<file path="src/verilog/rtc_pkg.sv">
// Package: register map, field layout and timing constants of the RTC block
package rtc_pkg;
  localparam int unsigned HCLK_HZ = 20000000;
  localparam int unsigned LS_HZ = 32768;
  localparam int unsigned LS_DIV = HCLK_HZ / LS_HZ;
  localparam int unsigned SEC_DIV = LS_HZ;

  localparam logic [7:0] A_TIME = 8'h00;
  localparam logic [7:0] A_ALM_TIME = 8'h04;
  localparam logic [7:0] A_PRE_TIME = 8'h08;
  localparam logic [7:0] A_YEAR = 8'h0C;
  localparam logic [7:0] A_ALM_YEAR = 8'h10;
  localparam logic [7:0] A_PRE_YEAR = 8'h14;
  localparam logic [7:0] A_MASK = 8'h1C;
  localparam logic [7:0] A_RAW = 8'h20;
  localparam logic [7:0] A_MSKD = 8'h24;
  localparam logic [7:0] A_CLR = 8'h28;
  localparam logic [7:0] A_TCNT = 8'h2C;
  localparam logic [7:0] A_TCTL = 8'h30;
  localparam logic [7:0] A_RLD1 = 8'h34;
  localparam logic [7:0] A_RLD2 = 8'h38;
  localparam logic [7:0] A_PAT0 = 8'h3C;
  localparam logic [7:0] A_PAT3 = 8'h48;
  localparam logic [7:0] A_INUM = 8'h4C;

  // Timer control bits
  localparam int TC_ONESHOT = 0;
  localparam int TC_RUN = 1;
  localparam int TC_SELF = 2;
  localparam int TC_PLEN_LO = 4;
  localparam int TC_PLEN_HI = 10;
  // Interrupt bits
  localparam int IRQ_ALARM = 0;
  localparam int IRQ_TIMER = 1;

  localparam logic [31:0] TIME_RST = 32'h0212_0000;
  localparam logic [31:0] YEAR_RST = 32'h0000_2000;
  localparam logic [31:0] TCNT_RST = 32'hFFFF_FFFF;
  localparam logic [5:0] SEC_MAX = 6'h3B;
  localparam logic [4:0] HOUR_MAX = 5'h17;
  localparam logic [2:0] WDAY_MAX = 3'h7;
  localparam logic [2:0] WDAY_MIN = 3'h1;
  localparam logic [3:0] MON_MAX = 4'hC;
  localparam logic [3:0] MON_FEB = 4'h2;
  localparam logic [12:0] YEAR_MAX = 13'h1000;

  typedef struct packed {
    logic [2:0] pad;
    logic [3:0] month;
    logic [4:0] mday;
    logic [2:0] wday;
    logic [4:0] hour;
    logic [5:0] min;
    logic [5:0] sec;
  } cal_time_t;
endpackage
</file>
<file path="src/verilog/rtc_countdown_and_calendar.sv">
// RTC: interval timer with reload pattern and calendar clock with alarm, AHB-Lite slave
`timescale 1ns/10ps
module rtc_countdown_and_calendar #(
  parameter int unsigned LS_DIV = rtc_pkg::LS_DIV,
  parameter int unsigned SEC_DIV = rtc_pkg::SEC_DIV
) (
  input wire logic hclk,
  input wire logic hresetn,
  input wire logic hsel,
  input wire logic [31:0] haddr,
  input wire logic [1:0] htrans,
  input wire logic hwrite,
  input wire logic [2:0] hsize,
  input wire logic [31:0] hwdata,
  input wire logic hready,
  input wire logic low_power,
  output logic [31:0] hrdata,
  output logic hreadyout,
  output logic hresp,
  output logic alarm_irq,
  output logic countdown_irq,
  output logic combined_rtc_irq
);
  // Address phase capture
  logic wr_pend_r;
  logic rd_pend_r;
  logic [7:0] addr_r;
  wire addr_ok = hsel && hready && htrans[1];
  always_ff @(posedge hclk or negedge hresetn) begin
    if (!hresetn) begin
      wr_pend_r <= 1'b0;
      rd_pend_r <= 1'b0;
      addr_r <= 8'h00;
    end else begin
      wr_pend_r <= addr_ok && hwrite;
      rd_pend_r <= addr_ok && !hwrite;
      if (addr_ok) begin
        addr_r <= haddr[7:0];
      end
    end
  end
  // Zero-wait slave, always OKAY
  always_ff @(posedge hclk or negedge hresetn) begin
    if (!hresetn) begin
      hreadyout <= 1'b0;
      hresp <= 1'b0;
    end else begin
      hreadyout <= 1'b1;
      hresp <= 1'b0;
    end
  end

  wire we_alm_time = wr_pend_r && addr_r == rtc_pkg::A_ALM_TIME;
  wire we_pre_time = wr_pend_r && addr_r == rtc_pkg::A_PRE_TIME;
  wire we_alm_year = wr_pend_r && addr_r == rtc_pkg::A_ALM_YEAR;
  wire we_pre_year = wr_pend_r && addr_r == rtc_pkg::A_PRE_YEAR;
  wire we_mask = wr_pend_r && addr_r == rtc_pkg::A_MASK;
  wire we_clr = wr_pend_r && addr_r == rtc_pkg::A_CLR;
  wire we_tctl = wr_pend_r && addr_r == rtc_pkg::A_TCTL;
  wire we_rld1 = wr_pend_r && addr_r == rtc_pkg::A_RLD1;
  wire we_rld2 = wr_pend_r && addr_r == rtc_pkg::A_RLD2;
  wire we_pat = wr_pend_r && addr_r >= rtc_pkg::A_PAT0 && addr_r <= rtc_pkg::A_PAT3;
  wire [1:0] pat_word = 2'((addr_r - rtc_pkg::A_PAT0) >> 2);

  // Clock gating in low-power: nothing advances
  logic [15:0] ls_cnt_r;
  logic [15:0] sec_cnt_r;
  logic ls_tick_r;
  logic one_hertz_tick;
  wire ls_wrap = ls_cnt_r == 16'(LS_DIV - 1);
  wire sec_wrap = sec_cnt_r == 16'(SEC_DIV - 1);
  always_ff @(posedge hclk or negedge hresetn) begin
    if (!hresetn) begin
      ls_cnt_r <= 16'h0000;
      sec_cnt_r <= 16'h0000;
      ls_tick_r <= 1'b0;
      one_hertz_tick <= 1'b0;
    end else begin
      ls_tick_r <= 1'b0;
      one_hertz_tick <= 1'b0;
      if (!low_power) begin
        ls_cnt_r <= ls_wrap ? 16'h0000 : ls_cnt_r + 16'h0001;
        if (ls_wrap) begin
          ls_tick_r <= 1'b1;
          sec_cnt_r <= sec_wrap ? 16'h0000 : sec_cnt_r + 16'h0001;
          one_hertz_tick <= sec_wrap;
        end
      end
    end
  end

  // Timer control and reload registers
  logic [31:0] countdown_control_reg;
  logic [31:0] first_reload_value;
  logic [31:0] second_reload_value;
  logic [127:0] pattern_r;
  logic [31:0] tcnt_r;
  logic [6:0] pidx_r;
  logic [31:0] inum_r;
  logic load_pend_r;
  wire timer_oneshot_select = countdown_control_reg[rtc_pkg::TC_ONESHOT];
  wire timer_run_enable = countdown_control_reg[rtc_pkg::TC_RUN];
  wire self_start = countdown_control_reg[rtc_pkg::TC_SELF];
  wire [6:0] plen = countdown_control_reg[rtc_pkg::TC_PLEN_HI:rtc_pkg::TC_PLEN_LO];
  wire rld_ok = !timer_run_enable;
  wire rld_wr = (we_rld1 || we_rld2) && rld_ok;
  wire t_zero = tcnt_r == 32'h0000_0000;
  wire t_step = timer_run_enable && ls_tick_r;
  wire t_event = t_step && t_zero;
  wire [6:0] pidx_next = (pidx_r >= plen) ? 7'h00 : pidx_r + 7'h01;
  wire pbit = pattern_r[pidx_next];
  wire [31:0] reload_sel = pbit ? second_reload_value : first_reload_value;
  wire run_set = rld_wr && self_start;
  wire run_clr = t_event && timer_oneshot_select;

  always_ff @(posedge hclk or negedge hresetn) begin
    if (!hresetn) begin
      countdown_control_reg <= 32'h0000_0000;
    end else if (we_tctl) begin
      countdown_control_reg <= {21'h000000, hwdata[10:4], 1'b0, hwdata[2:0]};
    end else if (run_set || (we_rld1 && rld_ok && timer_oneshot_select)) begin
      countdown_control_reg[rtc_pkg::TC_RUN] <= 1'b1;
    end else if (run_clr) begin
      countdown_control_reg[rtc_pkg::TC_RUN] <= 1'b0;
    end
  end

  always_ff @(posedge hclk or negedge hresetn) begin
    if (!hresetn) begin
      first_reload_value <= 32'h0000_0000;
      second_reload_value <= 32'h0000_0000;
    end else begin
      if (we_rld1 && rld_ok) begin
        first_reload_value <= hwdata;
      end
      if (we_rld2 && rld_ok) begin
        second_reload_value <= hwdata;
      end
    end
  end

  always_ff @(posedge hclk or negedge hresetn) begin
    if (!hresetn) begin
      pattern_r <= 128'h0;
    end else if (we_pat) begin
      pattern_r[pat_word*32 +: 32] <= hwdata;
    end
  end

  // New count starts from the first reload value after a reload write while halted, or a restart
  always_ff @(posedge hclk or negedge hresetn) begin
    if (!hresetn) begin
      tcnt_r <= rtc_pkg::TCNT_RST;
      pidx_r <= 7'h00;
      inum_r <= 32'h0000_0000;
      load_pend_r <= 1'b0;
    end else begin
      if (rld_wr || (we_tctl && hwdata[rtc_pkg::TC_RUN] && !timer_run_enable)) begin
        load_pend_r <= 1'b1;
        pidx_r <= 7'h00;
      end else if (load_pend_r) begin
        load_pend_r <= 1'b0;
        tcnt_r <= first_reload_value;
      end else if (t_event) begin
        inum_r <= inum_r + 32'h0000_0001;
        if (!timer_oneshot_select) begin
          tcnt_r <= reload_sel;
          pidx_r <= pidx_next;
        end
      end else if (t_step) begin
        tcnt_r <= tcnt_r - 32'h0000_0001;
      end
    end
  end

  // Calendar
  rtc_pkg::cal_time_t now_r;
  rtc_pkg::cal_time_t calendar_time_preset;
  rtc_pkg::cal_time_t alarm_time_compare;
  logic [12:0] calendar_year_count;
  logic [12:0] calendar_year_preset;
  logic [12:0] alarm_year_compare;
  logic preset_pend_r;
  logic cmp_pend_r;
  wire [31:0] calendar_time_count = now_r;

  wire leap = calendar_year_count[1:0] == 2'b00;
  logic [4:0] mday_max;
  always_comb begin
    case (now_r.month)
      4'h4, 4'h6, 4'h9, 4'hB: mday_max = 5'h1E;
      rtc_pkg::MON_FEB: mday_max = leap ? 5'h1D : 5'h1C;
      default: mday_max = 5'h1F;
    endcase
  end
  wire sec_c = now_r.sec == rtc_pkg::SEC_MAX;
  wire min_c = sec_c && now_r.min == rtc_pkg::SEC_MAX;
  wire hour_c = min_c && now_r.hour == rtc_pkg::HOUR_MAX;
  wire mday_c = hour_c && now_r.mday == mday_max;
  wire mon_c = mday_c && now_r.month == rtc_pkg::MON_MAX;

  always_ff @(posedge hclk or negedge hresetn) begin
    if (!hresetn) begin
      calendar_time_preset <= '0;
      calendar_year_preset <= 13'h0000;
      alarm_time_compare <= '0;
      alarm_year_compare <= rtc_pkg::YEAR_RST[12:0];
    end else begin
      if (we_pre_time) calendar_time_preset <= {3'b000, hwdata[28:0]};
      if (we_pre_year) calendar_year_preset <= hwdata[12:0];
      if (we_alm_time) alarm_time_compare <= {3'b000, hwdata[28:0]};
      if (we_alm_year) alarm_year_compare <= hwdata[12:0];
    end
  end

  always_ff @(posedge hclk or negedge hresetn) begin
    if (!hresetn) begin
      now_r <= rtc_pkg::TIME_RST;
      calendar_year_count <= rtc_pkg::YEAR_RST[12:0];
      preset_pend_r <= 1'b0;
      cmp_pend_r <= 1'b0;
    end else begin
      cmp_pend_r <= one_hertz_tick;
      if (we_pre_time) begin
        preset_pend_r <= 1'b1;
      end else if (one_hertz_tick && preset_pend_r) begin
        preset_pend_r <= 1'b0;
      end
      if (one_hertz_tick && preset_pend_r && !we_pre_time) begin
        now_r <= calendar_time_preset;
        calendar_year_count <= calendar_year_preset;
      end else if (one_hertz_tick) begin
        now_r.sec <= sec_c ? 6'h00 : now_r.sec + 6'h01;
        if (sec_c) now_r.min <= min_c ? 6'h00 : now_r.min + 6'h01;
        if (min_c) now_r.hour <= hour_c ? 5'h00 : now_r.hour + 5'h01;
        if (hour_c) begin
          now_r.wday <= (now_r.wday == rtc_pkg::WDAY_MAX) ? rtc_pkg::WDAY_MIN
                        : now_r.wday + 3'h1;
          now_r.mday <= mday_c ? 5'h01 : now_r.mday + 5'h01;
        end
        if (mday_c) now_r.month <= mon_c ? 4'h1 : now_r.month + 4'h1;
        if (mon_c) begin
          calendar_year_count <= (calendar_year_count == rtc_pkg::YEAR_MAX) ? 13'h0000
                                 : calendar_year_count + 13'h0001;
        end
      end
    end
  end

  // Alarm compare one cycle after each increment
  wire m_year = alarm_year_compare == 13'h0000 || alarm_year_compare == calendar_year_count;
  wire m_mon = alarm_time_compare.month == 4'h0 || alarm_time_compare.month == now_r.month;
  wire m_mday = alarm_time_compare.mday == 5'h00 || alarm_time_compare.mday == now_r.mday;
  wire m_wday = alarm_time_compare.wday == 3'h0 || alarm_time_compare.wday == now_r.wday;
  wire m_hms = alarm_time_compare.sec == now_r.sec && alarm_time_compare.min == now_r.min
               && alarm_time_compare.hour == now_r.hour;
  wire alarm_event = cmp_pend_r && m_year && m_mon && m_mday && m_wday && m_hms;

  // Interrupt status: set wins over clear
  logic [1:0] raw_r;
  logic [1:0] irq_mask_bits;
  wire [1:0] irq_clear_bits = we_clr ? hwdata[1:0] : 2'b00;
  wire [1:0] irq_set = {t_event, alarm_event};
  wire [1:0] raw_nxt = irq_set | (raw_r & ~irq_clear_bits);
  wire [1:0] msk_nxt = raw_nxt & (we_mask ? hwdata[1:0] : irq_mask_bits);
  always_ff @(posedge hclk or negedge hresetn) begin
    if (!hresetn) begin
      raw_r <= 2'b00;
      irq_mask_bits <= 2'b00;
      alarm_irq <= 1'b0;
      countdown_irq <= 1'b0;
      combined_rtc_irq <= 1'b0;
    end else begin
      raw_r <= raw_nxt;
      if (we_mask) irq_mask_bits <= hwdata[1:0];
      alarm_irq <= msk_nxt[rtc_pkg::IRQ_ALARM];
      countdown_irq <= msk_nxt[rtc_pkg::IRQ_TIMER];
      combined_rtc_irq <= |msk_nxt;
    end
  end

  // Read mux
  logic [31:0] rd_mux;
  always_comb begin
    case (haddr[7:0])
      rtc_pkg::A_TIME: rd_mux = calendar_time_count;
      rtc_pkg::A_ALM_TIME: rd_mux = alarm_time_compare;
      rtc_pkg::A_PRE_TIME: rd_mux = calendar_time_preset;
      rtc_pkg::A_YEAR: rd_mux = {19'h0, calendar_year_count};
      rtc_pkg::A_ALM_YEAR: rd_mux = {19'h0, alarm_year_compare};
      rtc_pkg::A_PRE_YEAR: rd_mux = {19'h0, calendar_year_preset};
      rtc_pkg::A_MASK: rd_mux = {30'h0, irq_mask_bits};
      rtc_pkg::A_RAW: rd_mux = {30'h0, raw_r};
      rtc_pkg::A_MSKD: rd_mux = {30'h0, raw_r & irq_mask_bits};
      rtc_pkg::A_TCNT: rd_mux = tcnt_r;
      rtc_pkg::A_TCTL: rd_mux = countdown_control_reg;
      rtc_pkg::A_RLD1: rd_mux = first_reload_value;
      rtc_pkg::A_RLD2: rd_mux = second_reload_value;
      rtc_pkg::A_INUM: rd_mux = inum_r;
      default: rd_mux = 32'h0000_0000;
    endcase
    if (haddr[7:0] >= rtc_pkg::A_PAT0 && haddr[7:0] <= rtc_pkg::A_PAT3) begin
      rd_mux = pattern_r[2'((haddr[7:0] - rtc_pkg::A_PAT0) >> 2)*32 +: 32];
    end
  end
  always_ff @(posedge hclk or negedge hresetn) begin
    if (!hresetn) begin
      hrdata <= 32'h0000_0000;
    end else if (addr_ok && !hwrite) begin
      hrdata <= rd_mux;
    end
  end
endmodule

</file>
<file path="config.mk">
export PLATFORM = sky130hd
export DESIGN_NAME = rtc_countdown_and_calendar
export DESIGN_NICKNAME = d
export VERILOG_FILES = /design/src/verilog/rtc_pkg.sv /design/src/verilog/rtc_countdown_and_calendar.sv
export SDC_FILE = /design/constraint.sdc
export NUM_CORES = 1
export LEC_CHECK = 0
export BUFFER_PORTS_ARGS = -buffer_cell sky130_fd_sc_hd__buf_2
export CAP_MARGIN = 20
export CORE_MARGIN = 4
export CORE_UTILIZATION = 37
export DETAILED_ROUTE_END_ITERATION = 10
export PLACE_DENSITY = 0.52
export SLEW_MARGIN = 25
export SYNTH_ARGS = -nofsm -noshare
export SYNTH_HDL_FRONTEND = slang
export SYNTH_SLANG_ARGS = --single-unit
</file>
<file path="constraint.sdc">
create_clock -name hclk -period 7 [get_ports hclk]
set_input_delay 1.4 -clock hclk [delete_from_list [all_inputs] [get_ports hclk]]
set_output_delay 1.4 -clock hclk [all_outputs]
set_load 0.1 [all_outputs]
</file>
# Word-level counts from Yosys, hierarchy flattened
# Index checks and enable logic that the tools add are counted.
# Widths: inputs -> output; s select.
[word_totals] out_inout_bits=37 elab_cells=247 reg_bits=485
[classes] n_addsub=15 n_mux=47 reduce_logical=77 eq_ne=46 bitwise=8 shift=3 n_lt_le_gt_ge=6
[op_table] cell="$pmux 32 s14" n=1
[op_table] cell="$mux 32" n=6
[op_table] cell="$bwmux 128" n=1
[op_table] cell="$shift 32x34->128 const A" n=1
[op_table] cell="$shiftx 128x8->32" n=1
[op_table] cell="$shiftx 32x34->128" n=1
[op_table] cell="$eq 8x6->1 const B" n=10
[op_table] cell="$mux 29" n=2
[op_table] cell="$mux 13" n=4
[op_table] cell="$eq 8x5->1 const B" n=6
[op_table] cell="$logic_and 1x1->1" n=39
[op_table] cell="$mux 7" n=5
[op_table] cell="$neg 7->34" n=1
[op_table] cell="$add 16x1->16 const B" n=2
[op_table] cell="$add 32x1->32 const B" n=1
[op_table] cell="$logic_not 32->1" n=1
[op_table] cell="$mux 16" n=2
[op_table] cell="$sub 32x1->32 const B" n=1
[op_table] cell="$eq 8x4->1 const B" n=3
[op_table] cell="$mux 6" n=3
[op_table] cell="$eq 16x10->1 const B" n=1
[op_table] cell="$eq 16x15->1 const B" n=1
[op_table] cell="$eq 8x3->1 const B" n=2
[op_table] cell="$ge 8x6->1 const B" n=2
[op_table] cell="51 further kinds" n=105

# Logic depth before layout (Yosys ltp)
[depth] ltp_word=10 depth_mapped=18 depth_no_buf=13

# Least setup slack after synthesis
# Ideal clock, no wire load.
[synth_timing] path_type="input-to-reg" start="input haddr[2]" end="register hrdata[0]" cell_stages=9 t_required_ns=6.863 slack_ns=2.999 setup_ns=0.137 arrival_ns=3.864 path_cell_list="clkbuf_1 clkbuf_1 inv_1 ha_1 clkbuf_1 clkbuf_1 mux4_2 a21oi_1 a21oi_1"
[synth_between] elab_chain_len=3 word_cells_on_any_way=21 cone_classes="1 x add/sub; 2 x order compare; 13 x eq/ne; 1 x shift; 2 x mux; 2 x reduce/logical"
[synth_lines] item="from (decl)" line_no="rtc_countdown_and_calendar.sv:10" rtl="input wire logic [31:0] haddr,"
[synth_lines] item="$sub 4x4->4, or another cell as far along" line_no="rtc_countdown_and_calendar.sv:303" rtl="rd_mux = pattern_r[2'((haddr[7:0] - rtc_pkg::A_PAT0) >> 2)*32 +: 32];"
[synth_lines] item="$shiftx 128x8->32, or another cell as far along" line_no="rtc_countdown_and_calendar.sv:303"
[synth_lines] item="$mux 32 *" line_no="rtc_countdown_and_calendar.sv:302" rtl="if (haddr[7:0] >= rtc_pkg::A_PAT0 && haddr[7:0] <= rtc_pkg::A_PAT3) begin"
[synth_lines] item="to (signal assigned)" line_no="rtc_countdown_and_calendar.sv:310" rtl="hrdata <= rd_mux;"
[synth_lines] item="to (decl)" line_no="rtc_countdown_and_calendar.sv:17" rtl="output logic [31:0] hrdata,"
# Every way passes the cells marked *; elsewhere a longest branch is shown, timed or not.
# A chain may end at the register's enable or synchronous reset.

# Worst setup path in the final report
[layout_timing] start="register pidx_r[4]" end="register tcnt_r[21]"
[layout_between] elab_chain_len=8 word_cells_on_any_way=9 cone_classes="1 x add/sub; 1 x order compare; 7 x mux"
[layout_lines] item="from (decl)" line_no="rtc_countdown_and_calendar.sv:98" rtl="logic [6:0] pidx_r;"
[layout_lines] item="from (signal assigned)" line_no="rtc_countdown_and_calendar.sv:168" rtl="pidx_r <= pidx_next;"
[layout_lines] item="$add 7x1->7 / $ge 7x7->1 (equally long branches)" line_no="rtc_countdown_and_calendar.sv:110" rtl="wire [6:0] pidx_next = (pidx_r >= plen) ? 7'h00 : pidx_r + 7'h01;"
[layout_lines] item="$mux 7 *" line_no="rtc_countdown_and_calendar.sv:110"
[layout_lines] item="$bmux 1 s7 *" line_no="rtc_countdown_and_calendar.sv:111" rtl="wire pbit = pattern_r[pidx_next];"
[layout_lines] item="$mux 1 (not written as such) *" line_no="rtc_countdown_and_calendar.sv:111"
[layout_lines] item="$mux 32 *" line_no="rtc_countdown_and_calendar.sv:112" rtl="wire [31:0] reload_sel = pbit ? second_reload_value : first_reload_value;"
[layout_lines] item="$mux 32 *" line_no="rtc_countdown_and_calendar.sv:166" rtl="if (!timer_oneshot_select) begin"
[layout_lines] item="$mux 32 *" line_no="rtc_countdown_and_calendar.sv:164" rtl="end else if (t_event) begin"
[layout_lines] item="$mux 32 *" line_no="rtc_countdown_and_calendar.sv:161" rtl="end else if (load_pend_r) begin"
[layout_lines] item="to (signal assigned)" line_no="rtc_countdown_and_calendar.sv:163" rtl="tcnt_r <= first_reload_value;"
[layout_lines] item="to (signal assigned)" line_no="rtc_countdown_and_calendar.sv:167" rtl="tcnt_r <= reload_sel;"
[layout_lines] item="to (signal assigned)" line_no="rtc_countdown_and_calendar.sv:171" rtl="tcnt_r <= tcnt_r - 32'h0000_0001;"
[layout_lines] item="to (decl)" line_no="rtc_countdown_and_calendar.sv:97" rtl="logic [31:0] tcnt_r;"
# Every way passes the cells marked *; elsewhere a longest branch is shown, timed or not. The select of a mux whose other input is x is not followed.

==> flow_summary.json <==
{
  "synth-async-reset-ratio_pct": 100,
  "wl_mm": 94.6,
  "wl_met3_mm": 6.70,
  "fillers": 6887,
  "hold_buffers": 0,
  "htree_levels": 2,
  "grt_pass1_wl_mm": 143,
  "fmax_mhz": 204,
  "dr_wl_met2_mm": 41.2,
  "top_layer_used": "met4",
  "synth_edf_count": 0,
  "vias": 22100,
  "gr-usage-all-layers_pct": 24.9,
  "tritoncts": "built",
  "synth_xor_area_share_pct": 3.60,
  "crit_arrival_ns": 5.46,
  "finalNetCount": 2808,
  "synthCells": 2691,
  "worst_pin_slew_ns": 1.07,
  "clk_path_buf_depth": 3,
  "synth_mux_area_share_pct": 10.6,
  "die_h_um": 274,
  "hold_class": "flip-flop to flip-flop",
  "wire_per_inst_um": 25.6,
  "max_cap_violations": 0,
  "routed_via_density": 5.99,
  "ys_seq_elements": 485,
  "num_antenna_cells": 0,
  "synthAdderAreaFrac_pct": 1.62,
  "report.final.slew_viol_count": 0,
  "insertion_delay_ns": 0.64,
  "grt_max_degree": 120,
  "yosys_most_used_dff": "dfrtp_1",
  "gp_congestion": 0.898,
  "fin_skew_ns": 0.0314,
  "seq_area_um2": 12200,
  "cp-start-kind": "flip-flop",
  "drtPass1Iterations": 6,
  "yosysWarnings": 0,
  "root_buffer": "clkbuf_16",
  "clkTransAtPathRegs_ns": 0.06,
  "rsz0062_at_grt": "no",
  "fin_crit_ns": 4.90,
  "io_buffers": 82,
  "grt_overflow_total": 0,
  "synthSimpleGateAreaFrac_pct": 16.4,
  "multi_input_area_um2": 13200,
  "max_stage_delay_ns": 0.61,
  "seq_area_frac_synth_pct": 46.5,
  "post-dp-hpwl_mm": 64.8,
  "mappedNetlistArea_um2": 26200,
  "numCtsBuffers": 57,
  "rows": 97,
  "antenna_found_initial": 1,
  "leakagePower_nw": 12.0,
  "yosysUniqueCellTypes": 91,
  "yosys.area.top_type": "dfrtp_1",
  "drive_above_1_share_pct": 17.6,
  "hold_ws_ns": 0.490,
  "synth_compound_area_share_pct": 18.0,
  "fin_util_pct": 42.2,
  "worstPathRequired_ns": 7.55,
  "final_antenna_net_count": 0,
  "powerDensity_nw_per_um2": 251,
  "slew_headroom_pct": 28.2,
  "dr.first_iter.drc_count": 2590,
  "finalSetupViolCount": 0,
  "worstPathMaxFanout": 19,
  "crit_chain": "ha_1 > a211o_1 > a21oi_1 > o21a_1 > nand2_1 > a221o_1 > a2111oi_0 > a31oi_1 > a21oi_2 > buf_4 > o21ai_1 > a21oi_2 > a221o_1",
  "hold_viol": 0,
  "dp_cells": 3580,
  "vdd_drop_max_v": 0.000202,
  "finalSetupTns_ns": 0,
  "avgSynthCellArea_um2": 9.74,
  "cts_resized": 0,
  "stdcell_count": 3687,
  "drc": 0,
  "cts.sinks": 485,
  "synth_nets": 2800,
  "area_growth_pct": 12.8,
  "first_global_vias": 21600,
  "coreArea_um2": 70100,
  "finalCritPeriodShare_pct": 70.0,
  "cp-end-kind": "flip-flop",
  "die_area_um2": 75200,
  "synth_top_area_share_pct": 43.0,
  "status": "finished clean",
  "die_w_um": 274,
  "start_util_pct": 37.4,
  "io_pins": 112,
  "postCtsSetupRepairBufs": 0,
  "crit_type": "flip-flop to flip-flop",
  "path_delay_family": "compound AO/OA/AOI/OAI gates",
  "synth_area_leaders": "dfrtp_1 (43%), nand2_1 (5.9%), mux2_2 (5.6%), mux4_2 (4.0%), dfstp_2 (3.5%)",
  "top_register": "pattern_r",
  "largest_register_ffs": 128,
  "crit_buf_inv": 1,
  "synth_top_family_by_area": "compound AO/OA/AOI/OAI gates",
  "wl_met1_mm": 42.5,
  "slowest_stage": "nand2_1"
}
[logic make-up after synthesis]
group,after synthesis
buf+inv,222
other cells,2
compound gates,725
fa+ha+maj,34
xor+xnor,107
simple gates,913
mux,203
flops,485
[cells in the final DEF (no fill, tap or decap), types with 42 or more instances in the layout]
cell type and n:
dfrtp_1 448, clkbuf_16 58, xnor2_1 64, mux2_2 130
nor2_1 146, a22oi_1 63, buf_2 81, o21ai_0 183
xor2_1 42, a31oi_1 45, buf_4 42, nand3_1 70
a21oi_1 162, nor3_1 46, o31ai_1 107, nand2_1 408
mux4_2 46, inv_1 42
[layout make-up]
class / instances / share of cell area [%]
Timing Repair Buffer: 127 / 2.66
Tap cell: 940 / 3.98
Clock inverter: 20 / 1.08
Inverter: 44 / 0.559
Sequential cell: 485 / 41.2
Clock buffer: 87 / 5.75
Multi-Input combinational cell: 1984 / 44.8
[synth_stat cells (all sizes together) (20+ instances only)]
master and number:
a21oi 164, a222oi 37, a22oi 63, a31oi 45, and3 42, buf 30
clkbuf 148, dfrtp 450, dfstp 35, ha 34, inv 42, mux2 130
mux2i 27, mux4 46, nand2 416, nand2b 42, nand3 73, nand4 24
nor2 161, nor3 48, nor4 20, o21ai 192, o31ai 107, xnor2 64
xor2 43
[metrics by stage]
step | total power [mW] | area (µm²) | setup slack, ns
CTS | 7.47 | 29600 | 2.09
global route | 7.68 | 29600 | 1.69
floorplan | 3.87 | 26200 | 3.00
finish | 7.41 | 29600 | 2.10
detailed placement | 4.24 | 27500 | 1.97
global placement | 4.22 | 27500 | 2.00
[report_power, final]
group / leakage (nW) / total [mW] / switching (mW) / internal, mW
Sequential: 5.45 / 3.20 / 0.195 / 3.01
Clock: 0.989 / 3.21 / 1.25 / 1.96
Combinational: 5.54 / 0.995 / 0.721 / 0.275
[per-layer routing]
| layer | global-route usage [%] | vias to the layer above |
|---|---|---|
| met3 | 4.16 | 165 |
| met5 | 0 | - |
| met2 | 37.1 | 893 |
| li1 | - | 9899 |
| met1 | 36.0 | 11100 |
| met4 | 10.2 | 0 |
[final timing paths]
| check | start | endpoint | slack (ns) | cells after the start |
|---|---|---|---|---|
| max reg2reg | pidx_r[4]$_DFFE_PN0P_ | tcnt_r[21]$_DFFE_PN1P_ | 2.10 | 13 |
| max in group asynchronous | hresetn | sec_cnt_r[3]$_DFFE_PN0P_ | 4.75 | 2 |
| min reg2reg | inum_r[6]$_DFFE_PN0P_ | inum_r[6]$_DFFE_PN0P_ | 0.49 | 1 |
| min in group asynchronous | hresetn | calendar_time_count[18]$_DFFE_PN0P_ | 0.86 | 1 |
| min | inum_r[6]$_DFFE_PN0P_ | inum_r[6]$_DFFE_PN0P_ | 0.49 | 1 |
| max | pidx_r[4]$_DFFE_PN0P_ | tcnt_r[21]$_DFFE_PN1P_ | 2.10 | 13 |
No activity file was read; power rests on OpenSTA's default activity.
